$ cat config.mk
export PLATFORM = sky130hd
export DESIGN_NAME = adc_port_top
export DESIGN_NICKNAME = d
export VERILOG_FILES = /design/src/shared/adc_port_pkg.sv /design/src/shared/shift_if.sv /design/src/adc_port_top.sv /design/src/pin_sync.sv /design/src/tx_shifter.sv
export SDC_FILE = /design/constraint.sdc
export NUM_CORES = 1
export LEC_CHECK = 0
export ABC_AREA = 1
export BUFFER_PORTS_ARGS = -buffer_cell sky130_fd_sc_hd__buf_2
export CELL_PAD_IN_SITES_DETAIL_PLACEMENT = 1
export CELL_PAD_IN_SITES_GLOBAL_PLACEMENT = 2
export CORE_MARGIN = 2
export CORE_UTILIZATION = 35
export DETAILED_ROUTE_END_ITERATION = 8
export PLACE_DENSITY = 0.86
export SLEW_MARGIN = 5
export SYNTH_ARGS = -nofsm -noshare
export SYNTH_HDL_FRONTEND = slang
export SYNTH_SLANG_ARGS = --single-unit
$ cat constraint.sdc
create_clock -name clk_i -period 2.8 [get_ports clk_i]
set_clock_uncertainty 0.1 [all_clocks]
set_input_delay 0.56 -clock clk_i [delete_from_list [all_inputs] [get_ports clk_i]]
set_output_delay 0.56 -clock clk_i [all_outputs]
set_load 0.005 [all_outputs]
$ cat src/shared/adc_port_pkg.sv
// Constants and types of the converter's readout and control port
package adc_port_pkg;
    localparam int          CLK_HZ          = 50_000_000;
    localparam int          RESULT_BITS     = 24;
    localparam int          STATUS_BITS     = 8;
    localparam int          CRC_BITS        = 8;
    localparam int          FRAME_BITS      = 40;
    localparam int          LEN_W           = 6;
    localparam int          CMD_BITS        = 8;
    localparam int          CFG_PINS        = 4;
    // Instruction byte: bit 7 set means read, bits 6..0 address
    localparam int          CMD_READ_BIT    = 7;
    localparam logic [6:0]  REG_IFACE       = 7'h14;
    localparam logic [6:0]  REG_POWER       = 7'h15;
    localparam logic [6:0]  REG_RESULT      = 7'h2c;
    // Interface format register fields
    localparam int          IF_CONT_BIT     = 0;
    localparam int          IF_STAT_BIT     = 1;
    localparam int          IF_CRC_BIT      = 2;
    localparam int          IF_RDYDOUT_BIT  = 3;
    localparam logic [7:0]  IFACE_RESET     = 8'h00;
    // Power and clock register fields
    localparam int          PWR_LSB         = 0;
    localparam int          DIV_LSB         = 4;
    localparam int          AIN_BUF_BIT     = 6;
    localparam int          REF_BUF_BIT     = 7;
    localparam logic [7:0]  POWER_RESET     = 8'h00;
    // Frame lengths in bits
    localparam logic [LEN_W-1:0] LEN_BYTE   = 6'h08;
    localparam logic [LEN_W-1:0] LEN_RESULT = 6'h18;
    // Modulator divide ratios
    localparam logic [4:0]  DIV_2           = 5'h02;
    localparam logic [4:0]  DIV_4           = 5'h04;
    localparam logic [4:0]  DIV_8           = 5'h08;
    localparam logic [4:0]  DIV_16          = 5'h10;
    // CRC-8, polynomial x^8+x^2+x+1
    localparam logic [7:0]  CRC_POLY        = 8'h07;
    localparam logic [7:0]  CRC_INIT        = 8'h00;
    // Sync output pulse width
    localparam int          SYNC_PULSE_NS   = 100;
    localparam int          SYNC_PULSE_CYC  = (SYNC_PULSE_NS * (CLK_HZ / 1_000_000) + 999) / 1000;

    typedef enum logic [1:0] {
        PM_LOW    = 2'b00,
        PM_MEDIAN = 2'b01,
        PM_FAST   = 2'b10
    } power_mode_t;

    typedef enum logic [1:0] {
        ST_IDLE  = 2'b00,
        ST_CMD   = 2'b01,
        ST_WDATA = 2'b10,
        ST_RDATA = 2'b11
    } spi_state_t;
endpackage

$ cat src/shared/shift_if.sv
// Link between the port controller and the output shift register
`timescale 1ns/1ns
`default_nettype none
interface shift_if;
    logic                                  load;
    logic [adc_port_pkg::FRAME_BITS-1:0]   frame;
    logic [adc_port_pkg::LEN_W-1:0]        len;
    logic                                  adv;
    logic                                  fill;
    logic                                  out;
    logic                                  busy;

    modport ctrl (output load, frame, len, adv, fill, input out, busy);
    modport shifter (input load, frame, len, adv, fill, output out, busy);
endinterface
`default_nettype wire

$ cat src/adc_port_top.sv
// Control mode selection, sync generation, modulator rate and serial readout port
`timescale 1ns/1ns
`default_nettype none
module adc_port_top (
    input  wire logic        clk_i,
    input  wire logic        srst_i,
    input  wire logic        mode_strap_i,
    input  wire logic        hard_reset_n_i,
    input  wire logic [3:0]  general_purpose_config_pins_i,
    input  wire logic        sclk_i,
    input  wire logic        cs_n_i,
    input  wire logic        sdi_i,
    input  wire logic [23:0] result_i,
    input  wire logic [7:0]  status_i,
    input  wire logic        result_valid_i,
    output logic             reg_mode_o,
    output logic             dout_o,
    output logic             dout_oe_o,
    output logic             conversion_ready_output_o,
    output logic             sync_out_o,
    output logic             mod_tick_o,
    output logic [1:0]       power_mode_o,
    output logic             ain_prebuf_en_o,
    output logic             ref_prebuf_en_o
);
    localparam int FB = adc_port_pkg::FRAME_BITS;
    localparam int SCW = $clog2(adc_port_pkg::SYNC_PULSE_CYC + 1);
    localparam logic [SCW-1:0] SYNC_LEN = SCW'(adc_port_pkg::SYNC_PULSE_CYC);

    // Pin synchronisers
    logic [2:0]  spi_s;
    logic [3:0]  cfg_s;
    logic [1:0]  misc_s;
    pin_sync #(.WIDTH(3)) u_sync_spi (
        .clk_i (clk_i),
        .srst_i(srst_i),
        .d_i   ({sclk_i, cs_n_i, sdi_i}),
        .q_o   (spi_s)
    );
    pin_sync #(.WIDTH(4)) u_sync_cfg (
        .clk_i (clk_i),
        .srst_i(srst_i),
        .d_i   (general_purpose_config_pins_i),
        .q_o   (cfg_s)
    );
    pin_sync #(.WIDTH(2)) u_sync_misc (
        .clk_i (clk_i),
        .srst_i(srst_i),
        .d_i   ({mode_strap_i, hard_reset_n_i}),
        .q_o   (misc_s)
    );

    wire sclk_s    = spi_s[2];
    wire cs_act    = ~spi_s[1];
    wire sdi_s     = spi_s[0];
    wire strap_s   = misc_s[1];
    wire reset_any = srst_i | ~misc_s[0];

    // Control mode, caught once the synchronisers have flushed their reset value;
    // the hard reset line reading high marks that, since it shares the strap's synchroniser
    logic strap_done_r;
    logic reg_mode_r;
    always_ff @(posedge clk_i) begin
        if (srst_i) begin
            strap_done_r <= 1'b0;
            reg_mode_r   <= 1'b0;
            reg_mode_o   <= 1'b0;
        end else begin
            reg_mode_o <= reg_mode_r; // Hard reset keeps the captured mode
            if (!strap_done_r && misc_s[0]) begin
                strap_done_r <= 1'b1;
                reg_mode_r   <= strap_s;
            end
        end
    end
    wire pin_mode = strap_done_r & ~reg_mode_r;

    // Edge detection on synchronised serial lines
    logic sclk_q_r;
    logic cs_q_r;
    always_ff @(posedge clk_i) begin
        if (reset_any) begin
            sclk_q_r <= 1'b1;
            cs_q_r   <= 1'b0;
        end else begin
            sclk_q_r <= sclk_s;
            cs_q_r   <= cs_act;
        end
    end
    // Clock edges only count while selected, in either clock polarity
    wire sclk_rise = cs_act & sclk_s & ~sclk_q_r;
    wire sclk_fall = cs_act & ~sclk_s & sclk_q_r;
    wire cs_start  = cs_act & ~cs_q_r;

    // Result holding register and ready flag
    logic [23:0] res_hold_r;
    logic [7:0]  stat_hold_r;
    logic        ready_r;
    logic        res_taken;
    always_ff @(posedge clk_i) begin
        if (reset_any) begin
            res_hold_r  <= '0;
            stat_hold_r <= '0;
            ready_r     <= 1'b0;
        end else if (result_valid_i) begin
            res_hold_r  <= result_i;
            stat_hold_r <= status_i;
            ready_r     <= 1'b1; // Set wins over a readback starting this cycle
        end else if (res_taken) begin
            ready_r     <= 1'b0;
        end
    end

    // Configuration registers, writable only in register mode
    logic [7:0] iface_r;
    logic [7:0] power_r;
    logic       wr_en;
    logic [6:0] addr_r;
    logic [7:0] wdata;
    always_ff @(posedge clk_i) begin
        if (reset_any) begin
            iface_r <= adc_port_pkg::IFACE_RESET;
            power_r <= adc_port_pkg::POWER_RESET;
        end else if (wr_en && reg_mode_r) begin
            if (addr_r == adc_port_pkg::REG_IFACE) iface_r <= wdata;
            if (addr_r == adc_port_pkg::REG_POWER) power_r <= wdata;
        end
    end
    wire cont_rd   = iface_r[adc_port_pkg::IF_CONT_BIT];
    wire app_stat  = iface_r[adc_port_pkg::IF_STAT_BIT];
    wire app_crc   = iface_r[adc_port_pkg::IF_CRC_BIT];
    wire rdy_merge = iface_r[adc_port_pkg::IF_RDYDOUT_BIT];
    wire stream    = pin_mode | (reg_mode_r & cont_rd);

    // CRC over the result word, MSB first
    function automatic logic [7:0] crc8(input logic [23:0] d);
        logic [7:0] c;
        c = adc_port_pkg::CRC_INIT;
        for (int i = 23; i >= 0; i--) begin
            c = (c[7] ^ d[i]) ? ({c[6:0], 1'b0} ^ adc_port_pkg::CRC_POLY) : {c[6:0], 1'b0};
        end
        return c;
    endfunction

    // Frame builders
    wire [7:0]  crc_byte  = crc8(res_hold_r);
    wire [15:0] tail      = app_stat ? {stat_hold_r, app_crc ? crc_byte : 8'h00}
                                     : {app_crc ? crc_byte : 8'h00, 8'h00};
    localparam int LEN_W_T = adc_port_pkg::LEN_W;
    wire [LEN_W_T-1:0] tail_len;
    assign tail_len = LEN_W_T'({app_stat, 3'b000}) + LEN_W_T'({app_crc, 3'b000});
    wire [FB-1:0] pin_frame  = {res_hold_r, stat_hold_r, 8'h00};
    wire [FB-1:0] cont_frame = {res_hold_r, tail};
    wire [LEN_W_T-1:0] pin_len  = adc_port_pkg::LEN_RESULT + adc_port_pkg::LEN_BYTE;
    wire [LEN_W_T-1:0] cont_len = adc_port_pkg::LEN_RESULT + tail_len;

    // Serial command state machine
    adc_port_pkg::spi_state_t st_r;
    adc_port_pkg::spi_state_t st_nxt;
    logic [3:0] bit_r;
    logic [7:0] sr_r;
    logic       shifting_r;
    wire  [7:0] sr_in    = {sr_r[6:0], sdi_s};
    wire        byte_end = sclk_rise & (bit_r == 4'h7);
    wire        is_read  = sr_in[adc_port_pkg::CMD_READ_BIT];
    wire [6:0]  cmd_addr = sr_in[6:0];
    assign wdata = sr_in;
    assign wr_en = (st_r == adc_port_pkg::ST_WDATA) & byte_end & cs_act;

    // Addressed read frame
    logic [FB-1:0]      rd_frame;
    logic [LEN_W_T-1:0] rd_len;
    always_comb begin
        rd_frame = '0;
        rd_len   = adc_port_pkg::LEN_BYTE;
        case (cmd_addr)
            adc_port_pkg::REG_RESULT: begin
                rd_frame = {res_hold_r, 16'h0000};
                rd_len   = adc_port_pkg::LEN_RESULT;
            end
            adc_port_pkg::REG_IFACE: rd_frame = {iface_r, 32'h00000000};
            adc_port_pkg::REG_POWER: rd_frame = {power_r, 32'h00000000};
            default: rd_frame = '0;
        endcase
    end

    wire cmd_read  = (st_r == adc_port_pkg::ST_CMD) & byte_end & is_read;
    wire new_start = stream & (cs_start | (cs_act & result_valid_i & ~shifting_r));
    shift_if sif ();
    assign sif.load  = new_start | cmd_read;
    assign sif.frame = cmd_read ? rd_frame : (pin_mode ? pin_frame : cont_frame);
    assign sif.len   = cmd_read ? rd_len : (pin_mode ? pin_len : cont_len);
    assign sif.adv   = sclk_fall & (st_r == adc_port_pkg::ST_RDATA);
    assign sif.fill  = pin_mode & sdi_s;
    assign res_taken = new_start | (cmd_read & (cmd_addr == adc_port_pkg::REG_RESULT));

    tx_shifter u_shifter (
        .clk_i (clk_i),
        .srst_i(reset_any),
        .sif   (sif)
    );

    // Next state: strapped and continuous modes go straight to data out
    always_comb begin
        st_nxt = st_r;
        case (st_r)
            adc_port_pkg::ST_IDLE:  if (cs_start) st_nxt = stream ? adc_port_pkg::ST_RDATA
                                                                  : adc_port_pkg::ST_CMD;
            adc_port_pkg::ST_CMD:   if (byte_end) st_nxt = is_read ? adc_port_pkg::ST_RDATA
                                                                   : adc_port_pkg::ST_WDATA;
            adc_port_pkg::ST_WDATA: if (byte_end) st_nxt = adc_port_pkg::ST_IDLE;
            adc_port_pkg::ST_RDATA: st_nxt = adc_port_pkg::ST_RDATA;
            default:                st_nxt = adc_port_pkg::ST_IDLE;
        endcase
        if (!cs_act || !strap_done_r) st_nxt = adc_port_pkg::ST_IDLE;
    end

    always_ff @(posedge clk_i) begin
        if (reset_any) begin
            st_r <= adc_port_pkg::ST_IDLE;
        end else begin
            st_r <= st_nxt;
        end
    end

    // Bit counter, input shift register and command address on rising edges
    always_ff @(posedge clk_i) begin
        if (reset_any || !cs_act || cs_start) begin
            bit_r  <= '0;
            sr_r   <= '0;
            addr_r <= '0;
        end else if (sclk_rise) begin
            bit_r <= (bit_r == 4'h7) ? 4'h0 : bit_r + 4'h1;
            sr_r  <= sr_in;
            if (byte_end && st_r == adc_port_pkg::ST_CMD) addr_r <= cmd_addr;
        end
    end

    // Marks that the current frame has begun shifting, so a late result does not reload it
    always_ff @(posedge clk_i) begin
        if (reset_any || !cs_act || sif.load) begin
            shifting_r <= 1'b0;
        end else if (sif.adv) begin
            shifting_r <= 1'b1;
        end
    end

    // Data pin: shifter bit once clocking, ready merged low before the first edge
    wire dout_val = (reg_mode_r & rdy_merge & ~shifting_r) ? ~ready_r : sif.out;
    always_ff @(posedge clk_i) begin
        if (reset_any) begin
            dout_o    <= 1'b0;
            dout_oe_o <= 1'b0;
        end else begin
            dout_o    <= dout_val;
            dout_oe_o <= cs_act & strap_done_r;
        end
    end

    // Ready output; with merging selected it stays low and the data pin carries it
    always_ff @(posedge clk_i) begin
        if (reset_any) begin
            conversion_ready_output_o <= 1'b0;
        end else begin
            conversion_ready_output_o <= ready_r & ~(reg_mode_r & rdy_merge);
        end
    end

    // Sync output: reset release and config pin toggles, strapped mode only
    logic           rst_pend_r;
    logic [3:0]     cfg_q_r;
    logic [SCW-1:0] sync_cnt_r;
    wire  rst_fire = rst_pend_r & strap_done_r;
    wire  pin_tog  = strap_done_r & ~rst_pend_r & (cfg_s != cfg_q_r);
    wire  sync_go  = pin_mode & (rst_fire | pin_tog);
    always_ff @(posedge clk_i) begin
        if (reset_any) begin
            rst_pend_r <= 1'b1;
            cfg_q_r    <= '0;
            sync_cnt_r <= '0;
            sync_out_o <= 1'b0;
        end else begin
            if (strap_done_r) rst_pend_r <= 1'b0;
            cfg_q_r <= cfg_s;
            if (sync_go) begin
                sync_cnt_r <= SYNC_LEN;
                sync_out_o <= 1'b1;
            end else if (sync_cnt_r > SCW'(1)) begin
                sync_cnt_r <= sync_cnt_r - SCW'(1);
            end else begin
                sync_cnt_r <= '0;
                sync_out_o <= 1'b0;
            end
        end
    end

    // Power mode and modulator divide selection
    wire [1:0] pin_pm = cfg_s[3:2];
    logic [1:0] pm_sel;
    logic [4:0] div_sel;
    always_comb begin
        pm_sel  = adc_port_pkg::PM_FAST;
        div_sel = adc_port_pkg::DIV_2;
        if (reg_mode_r) begin
            pm_sel = power_r[adc_port_pkg::PWR_LSB +: 2];
            case (power_r[adc_port_pkg::DIV_LSB +: 2])
                2'b00:   div_sel = adc_port_pkg::DIV_2;
                2'b01:   div_sel = adc_port_pkg::DIV_4;
                2'b10:   div_sel = adc_port_pkg::DIV_8;
                default: div_sel = adc_port_pkg::DIV_16;
            endcase
        end else begin
            case (pin_pm)
                2'b01:   begin pm_sel = adc_port_pkg::PM_MEDIAN; div_sel = adc_port_pkg::DIV_4;  end
                2'b10:   begin pm_sel = adc_port_pkg::PM_LOW;    div_sel = adc_port_pkg::DIV_16; end
                default: begin pm_sel = adc_port_pkg::PM_FAST;   div_sel = adc_port_pkg::DIV_2;  end
            endcase
        end
    end

    // Modulator clock enable divider; a ratio change keeps the count, which wraps on the next edge if already past the new limit
    logic [4:0] div_cnt_r;
    wire        div_wrap = (div_cnt_r >= div_sel - 5'h01);
    always_ff @(posedge clk_i) begin
        if (reset_any || !strap_done_r) begin
            div_cnt_r  <= '0;
            mod_tick_o <= 1'b0;
        end else begin
            div_cnt_r  <= div_wrap ? 5'h00 : div_cnt_r + 5'h01;
            mod_tick_o <= div_wrap;
        end
    end

    // Mode dependent static controls
    always_ff @(posedge clk_i) begin
        if (reset_any) begin
            power_mode_o    <= adc_port_pkg::PM_FAST;
            ain_prebuf_en_o <= 1'b0;
            ref_prebuf_en_o <= 1'b0;
        end else begin
            power_mode_o    <= pm_sel;
            ain_prebuf_en_o <= pin_mode | (reg_mode_r & power_r[adc_port_pkg::AIN_BUF_BIT]);
            ref_prebuf_en_o <= pin_mode | (reg_mode_r & power_r[adc_port_pkg::REF_BUF_BIT]);
        end
    end
endmodule
`default_nettype wire

$ cat src/pin_sync.sv
// Two-flop synchroniser for pins arriving from outside the clock domain
`timescale 1ns/1ns
`default_nettype none
module pin_sync #(
    parameter int WIDTH = 1
) (
    input  wire logic             clk_i,
    input  wire logic             srst_i,
    input  wire logic [WIDTH-1:0] d_i,
    output logic      [WIDTH-1:0] q_o
);
    logic [WIDTH-1:0] meta_r;

    // First stage feeds only the second stage
    always_ff @(posedge clk_i) begin
        if (srst_i) begin
            meta_r <= '0;
            q_o    <= '0;
        end else begin
            meta_r <= d_i;
            q_o    <= meta_r;
        end
    end
endmodule
`default_nettype wire

$ cat src/tx_shifter.sv
// Output shift register: frame MSB first, then the fill bit once empty
`timescale 1ns/1ns
`default_nettype none
module tx_shifter (
    input  wire logic clk_i,
    input  wire logic srst_i,
    shift_if.shifter  sif
);
    logic [adc_port_pkg::FRAME_BITS-1:0] sh_r;
    logic [adc_port_pkg::LEN_W-1:0]      cnt_r;
    logic                                out_r;

    assign sif.out  = out_r;
    assign sif.busy = (cnt_r != '0);

    // Load wins over advance; each advance is one falling serial clock edge
    always_ff @(posedge clk_i) begin
        if (srst_i) begin
            sh_r  <= '0;
            cnt_r <= '0;
            out_r <= 1'b0;
        end else if (sif.load) begin
            sh_r  <= sif.frame;
            cnt_r <= sif.len;
        end else if (sif.adv) begin
            if (cnt_r != '0) begin
                out_r <= sh_r[adc_port_pkg::FRAME_BITS-1];
                sh_r  <= {sh_r[adc_port_pkg::FRAME_BITS-2:0], sif.fill};
                cnt_r <= cnt_r - 1'b1;
            end else begin
                out_r <= sif.fill;
            end
        end
    end
endmodule
`default_nettype wire

==> metrics.md <==
| Metric | Value |
|---|---|
| Pre-CTS setup slack | `between 0.2 and 0.25 ns` |
| CTS Buffer Depth | `2` |
| FP Rows | `54` |
| Final Power | `5.01 mW` |
| Top_reg_cell synth | `dfxtp_1` |
| CTS buffer count | `17` |
| Critical Setup Path Class | `flop to flop` |
| PostCTS Resize Cnt | `0` |
| CP required | `3.06 ns` |
| Slew Limit Fails | `0` |
| Worst-margin pin slew | `roughly 0.8 ns` |
| Clk sinks | `around 160` |
| 1st-iter DRT viols | `333` |
| Leakage | `roughly 3.5 nW` |
| Worst setup margin | `between 0.3 and 0.4 ns` |
| Cts hold-fix bufs | `0` |
| Syn Std Cell Area | `just under 0.008 mm2` |
| Final hold vios | `0` |
| Syn_area_per_cell | `between 7 and 8 um2` |
| Util after Layout | `40.8%` |
| DP Area | `0.00830 mm2` |
| Area leader, netlist | `dfxtp_1` |
| Diodes inserted | `0` |
| Most frequent cell after synthesis | `nand2_1` |
| Status | `finished, final reports clean` |
| Ys Warns | `0` |
| Core ar. | `0.0218 mm2` |
| Worst-path cell chain | `inv_1, ha_1, nand2_1, o21ai_0, inv_1, ha_1, ha_1, inv_1, nor2_1, o21ai_1, nand2_1, a21oi_2, nand3_2, nor3_1` |
| Critical path endpoint category | `flop` |
| Die Y | `around 150 um` |
| Slew headroom | `46.8%` |
| GRT overflow | `0` |
| Distinct cells, synth | `47` |
| Worst vdd ir | `0.312 mV` |
| Die X | `153 um` |
| Number of nets in the layout | `between 1000 and 1500` |
| Register bit total from synthesis | `162` |
| Drc violations | `0` |
| Post-DP HPWL | `~16000 um` |
| Global-route wire length before repair | `37200 um` |
| Synth top cells by count | `nand2_1 (224), dfxtp_1 (162), a21oi_1 (117)` |
| Min cycle time layout | `about 2.5 ns` |
| Number of port buffers | `53` |
| Post-route ant nets | `0` |
| RSZ-0062 raised after global routing | `false` |
| DP Cell Count | `1374` |
| Initial Utilization | `between 30% and 40%` |
| Vias after detailed routing | `7140` |
| Setup TNS | `0 ns` |
| Num ports | `54` |
| H-tree Lvls | `4` |
| Slowest Stage Delay on Critical Path | `0.33 ns` |
| Fmax | `0.407 GHz` |
| Pwr per Cell Area | `approximately 560 mW/mm2` |
| Largest net degree at the start of global routing | `62` |
| Clk pin slew, worst setup/hold paths | `about 0.070 ns` |
| Seq/Total Area, Yosys | `between 40 and 50%` |
| Post CTS Setup Buffer Count | `0` |
| Fraction of registers with async set or reset after synthesis | `0%` |
| Vias in the first global route | `7319` |
| Delay-heaviest family, CP | `adder cells` |
| Die Area | `0.0233 mm2` |
| Final worst-path cycle share | `87.7%` |
| Post-route cell area | `roughly 0.009 mm2` |
| CP max-delay cell | `dfxtp_1` |
| Initial antenna violation count | `0` |
| Startpoint types | `flop` |
| Ranking of synthesized cells by area | `dfxtp_1 (42%), nand2_1 (11%), a21oi_1 (7.6%)` |
| Crit path buf inv count | `3` |
| Final Hold Slack | `0.223 ns` |
| Layout cell share with drive strength beyond 1 | `16.3%` |
| Worst-path fanout max | `5` |
| Number of flops mapped to enable cells by yosys | `0` |
| WL/cell | `between 15 and 20 um` |
| Drt total wl | `22300 um` |
| Class of the worst hold path | `input port to flop` |
| Clock root buffer | `clkbuf_16` |
| Final GP Congestion | `0.795` |
| Syn_nets | `1121` |
| Clk_lat worst skew | `between 0.4 and 0.5 ns` |
| Final non-filler cell total | `1406` |
| Iteration count of the initial detailed-routing pass | `4` |
| TritonCTS clock tree | `yes` |
| DR vias/cell | `5.08` |
| Final count of negative-setup-slack endpoints | `0` |
| Signal arrival time at the worst endpoint | `2.72 ns` |
| Top-area cell type share of the netlist area | `42.0%` |
| Cells after synthesis | `1064` |
| Area Growth Syn to Fin | `15.0%` |
| Max_cap viols | `0` |
| Total GRT Usage | `19.7%` |
==> path summary, 6_finish.rpt <==
path	startpoint	endpoint	slack, ns	depth (start not counted)
worst min register to register	u_sync_misc.meta_r[1]$_SDFF_PP0_	u_sync_misc.q_o[1]$_SDFF_PP0_	0.31	2
worst max-delay path	u_sync_cfg.q_o[2]$_SDFF_PP0_	div_cnt_r[2]$_SDFF_PP0_	0.34	14
worst min-delay path	general_purpose_config_pins_i[2]	u_sync_cfg.meta_r[2]$_SDFF_PP0_	0.22	3
worst max register to register	u_sync_cfg.q_o[2]$_SDFF_PP0_	div_cnt_r[2]$_SDFF_PP0_	0.34	14
==> worst min-delay path: stages <==
cell and delay (ns):
buf_2 0.07, inv_1 0.03, nor2_1 0.06
==> layer usage <==
metal | wire length [um] | up-vias | track usage [%] | part of all wire, %
met2 | 11100 | 83 | 34.9 | 50
li1 | - | 3591 | - | -
met1 | 10100 | 3433 | 24.4 | 45
met3 | 533 | 33 | 3.21 | 2.4
met5 | 0 | - | 0 | 0
met4 | 502 | 0 | 6.70 | 2.2
==> sequential cells by signal (all words and copies together), names as in the netlist, 2 cells and up <==
register	cells
sr_r	7
bit_r	4
iface_r	8
u_sync_misc.q_o	2
power_mode_o	2
power_r	8
stat_hold_r	8
u_sync_misc.meta_r	2
u_sync_spi.meta_r	3
sync_cnt_r	3
st_r	2
res_hold_r	24
u_shifter.sh_r	40
u_shifter.cnt_r	6
cfg_q_r	4
div_cnt_r	5
u_sync_cfg.meta_r	4
addr_r	7
u_sync_spi.q_o	3
u_sync_cfg.q_o	4
==> report_power, final <==
part | internal, mW | leakage (nW) | switching, mW | total, mW
combinational | 0.129 | 1.90 | 0.262 | 0.391
sequential | 2.33 | 1.31 | 0.0184 | 2.35
clock | 1.18 | 0.284 | 1.09 | 2.27
total | 3.64 | 3.50 | 1.37 | 5.01
==> cell usage in the layout (no fill, tap or decap), drive strengths merged, types with 8 or more instances in the layout <==
cell    count
a21oi     118
clkbuf     17
a211oi     10
nor3       13
clkinv      8
xor2       17
a31oi      18
nand3      62
nand2     251
inv       142
buf        72
ha         13
o21ai      99
dfxtp     162
nor2       76
xnor2       8
==> cell families (layout without fill, tap and decap cells) <==
group                      count (synthesis)  in the layout  synth area share [%]
and+or+nand+nor                          416            416                  24.3
AOI/OAI and AO/OA                        271            271                  19.0
buffers and inverters                    177            239                  9.12
DFF                                      162            162                  42.0
xor gates and xnor gates                  25             25                  3.42
adders and majority gates                 13             13                  2.11
==> area by class of cell <==
cell class,instances,area (um2)
inverter,135,509
sequential,162,3240
clock buffer,17,425
tap,280,350
timing repair buffer,72,420
multi-input combinational,725,3790
clock inverter,15,143
fill,2741,12900
Power figures use the tool's default switching activity.
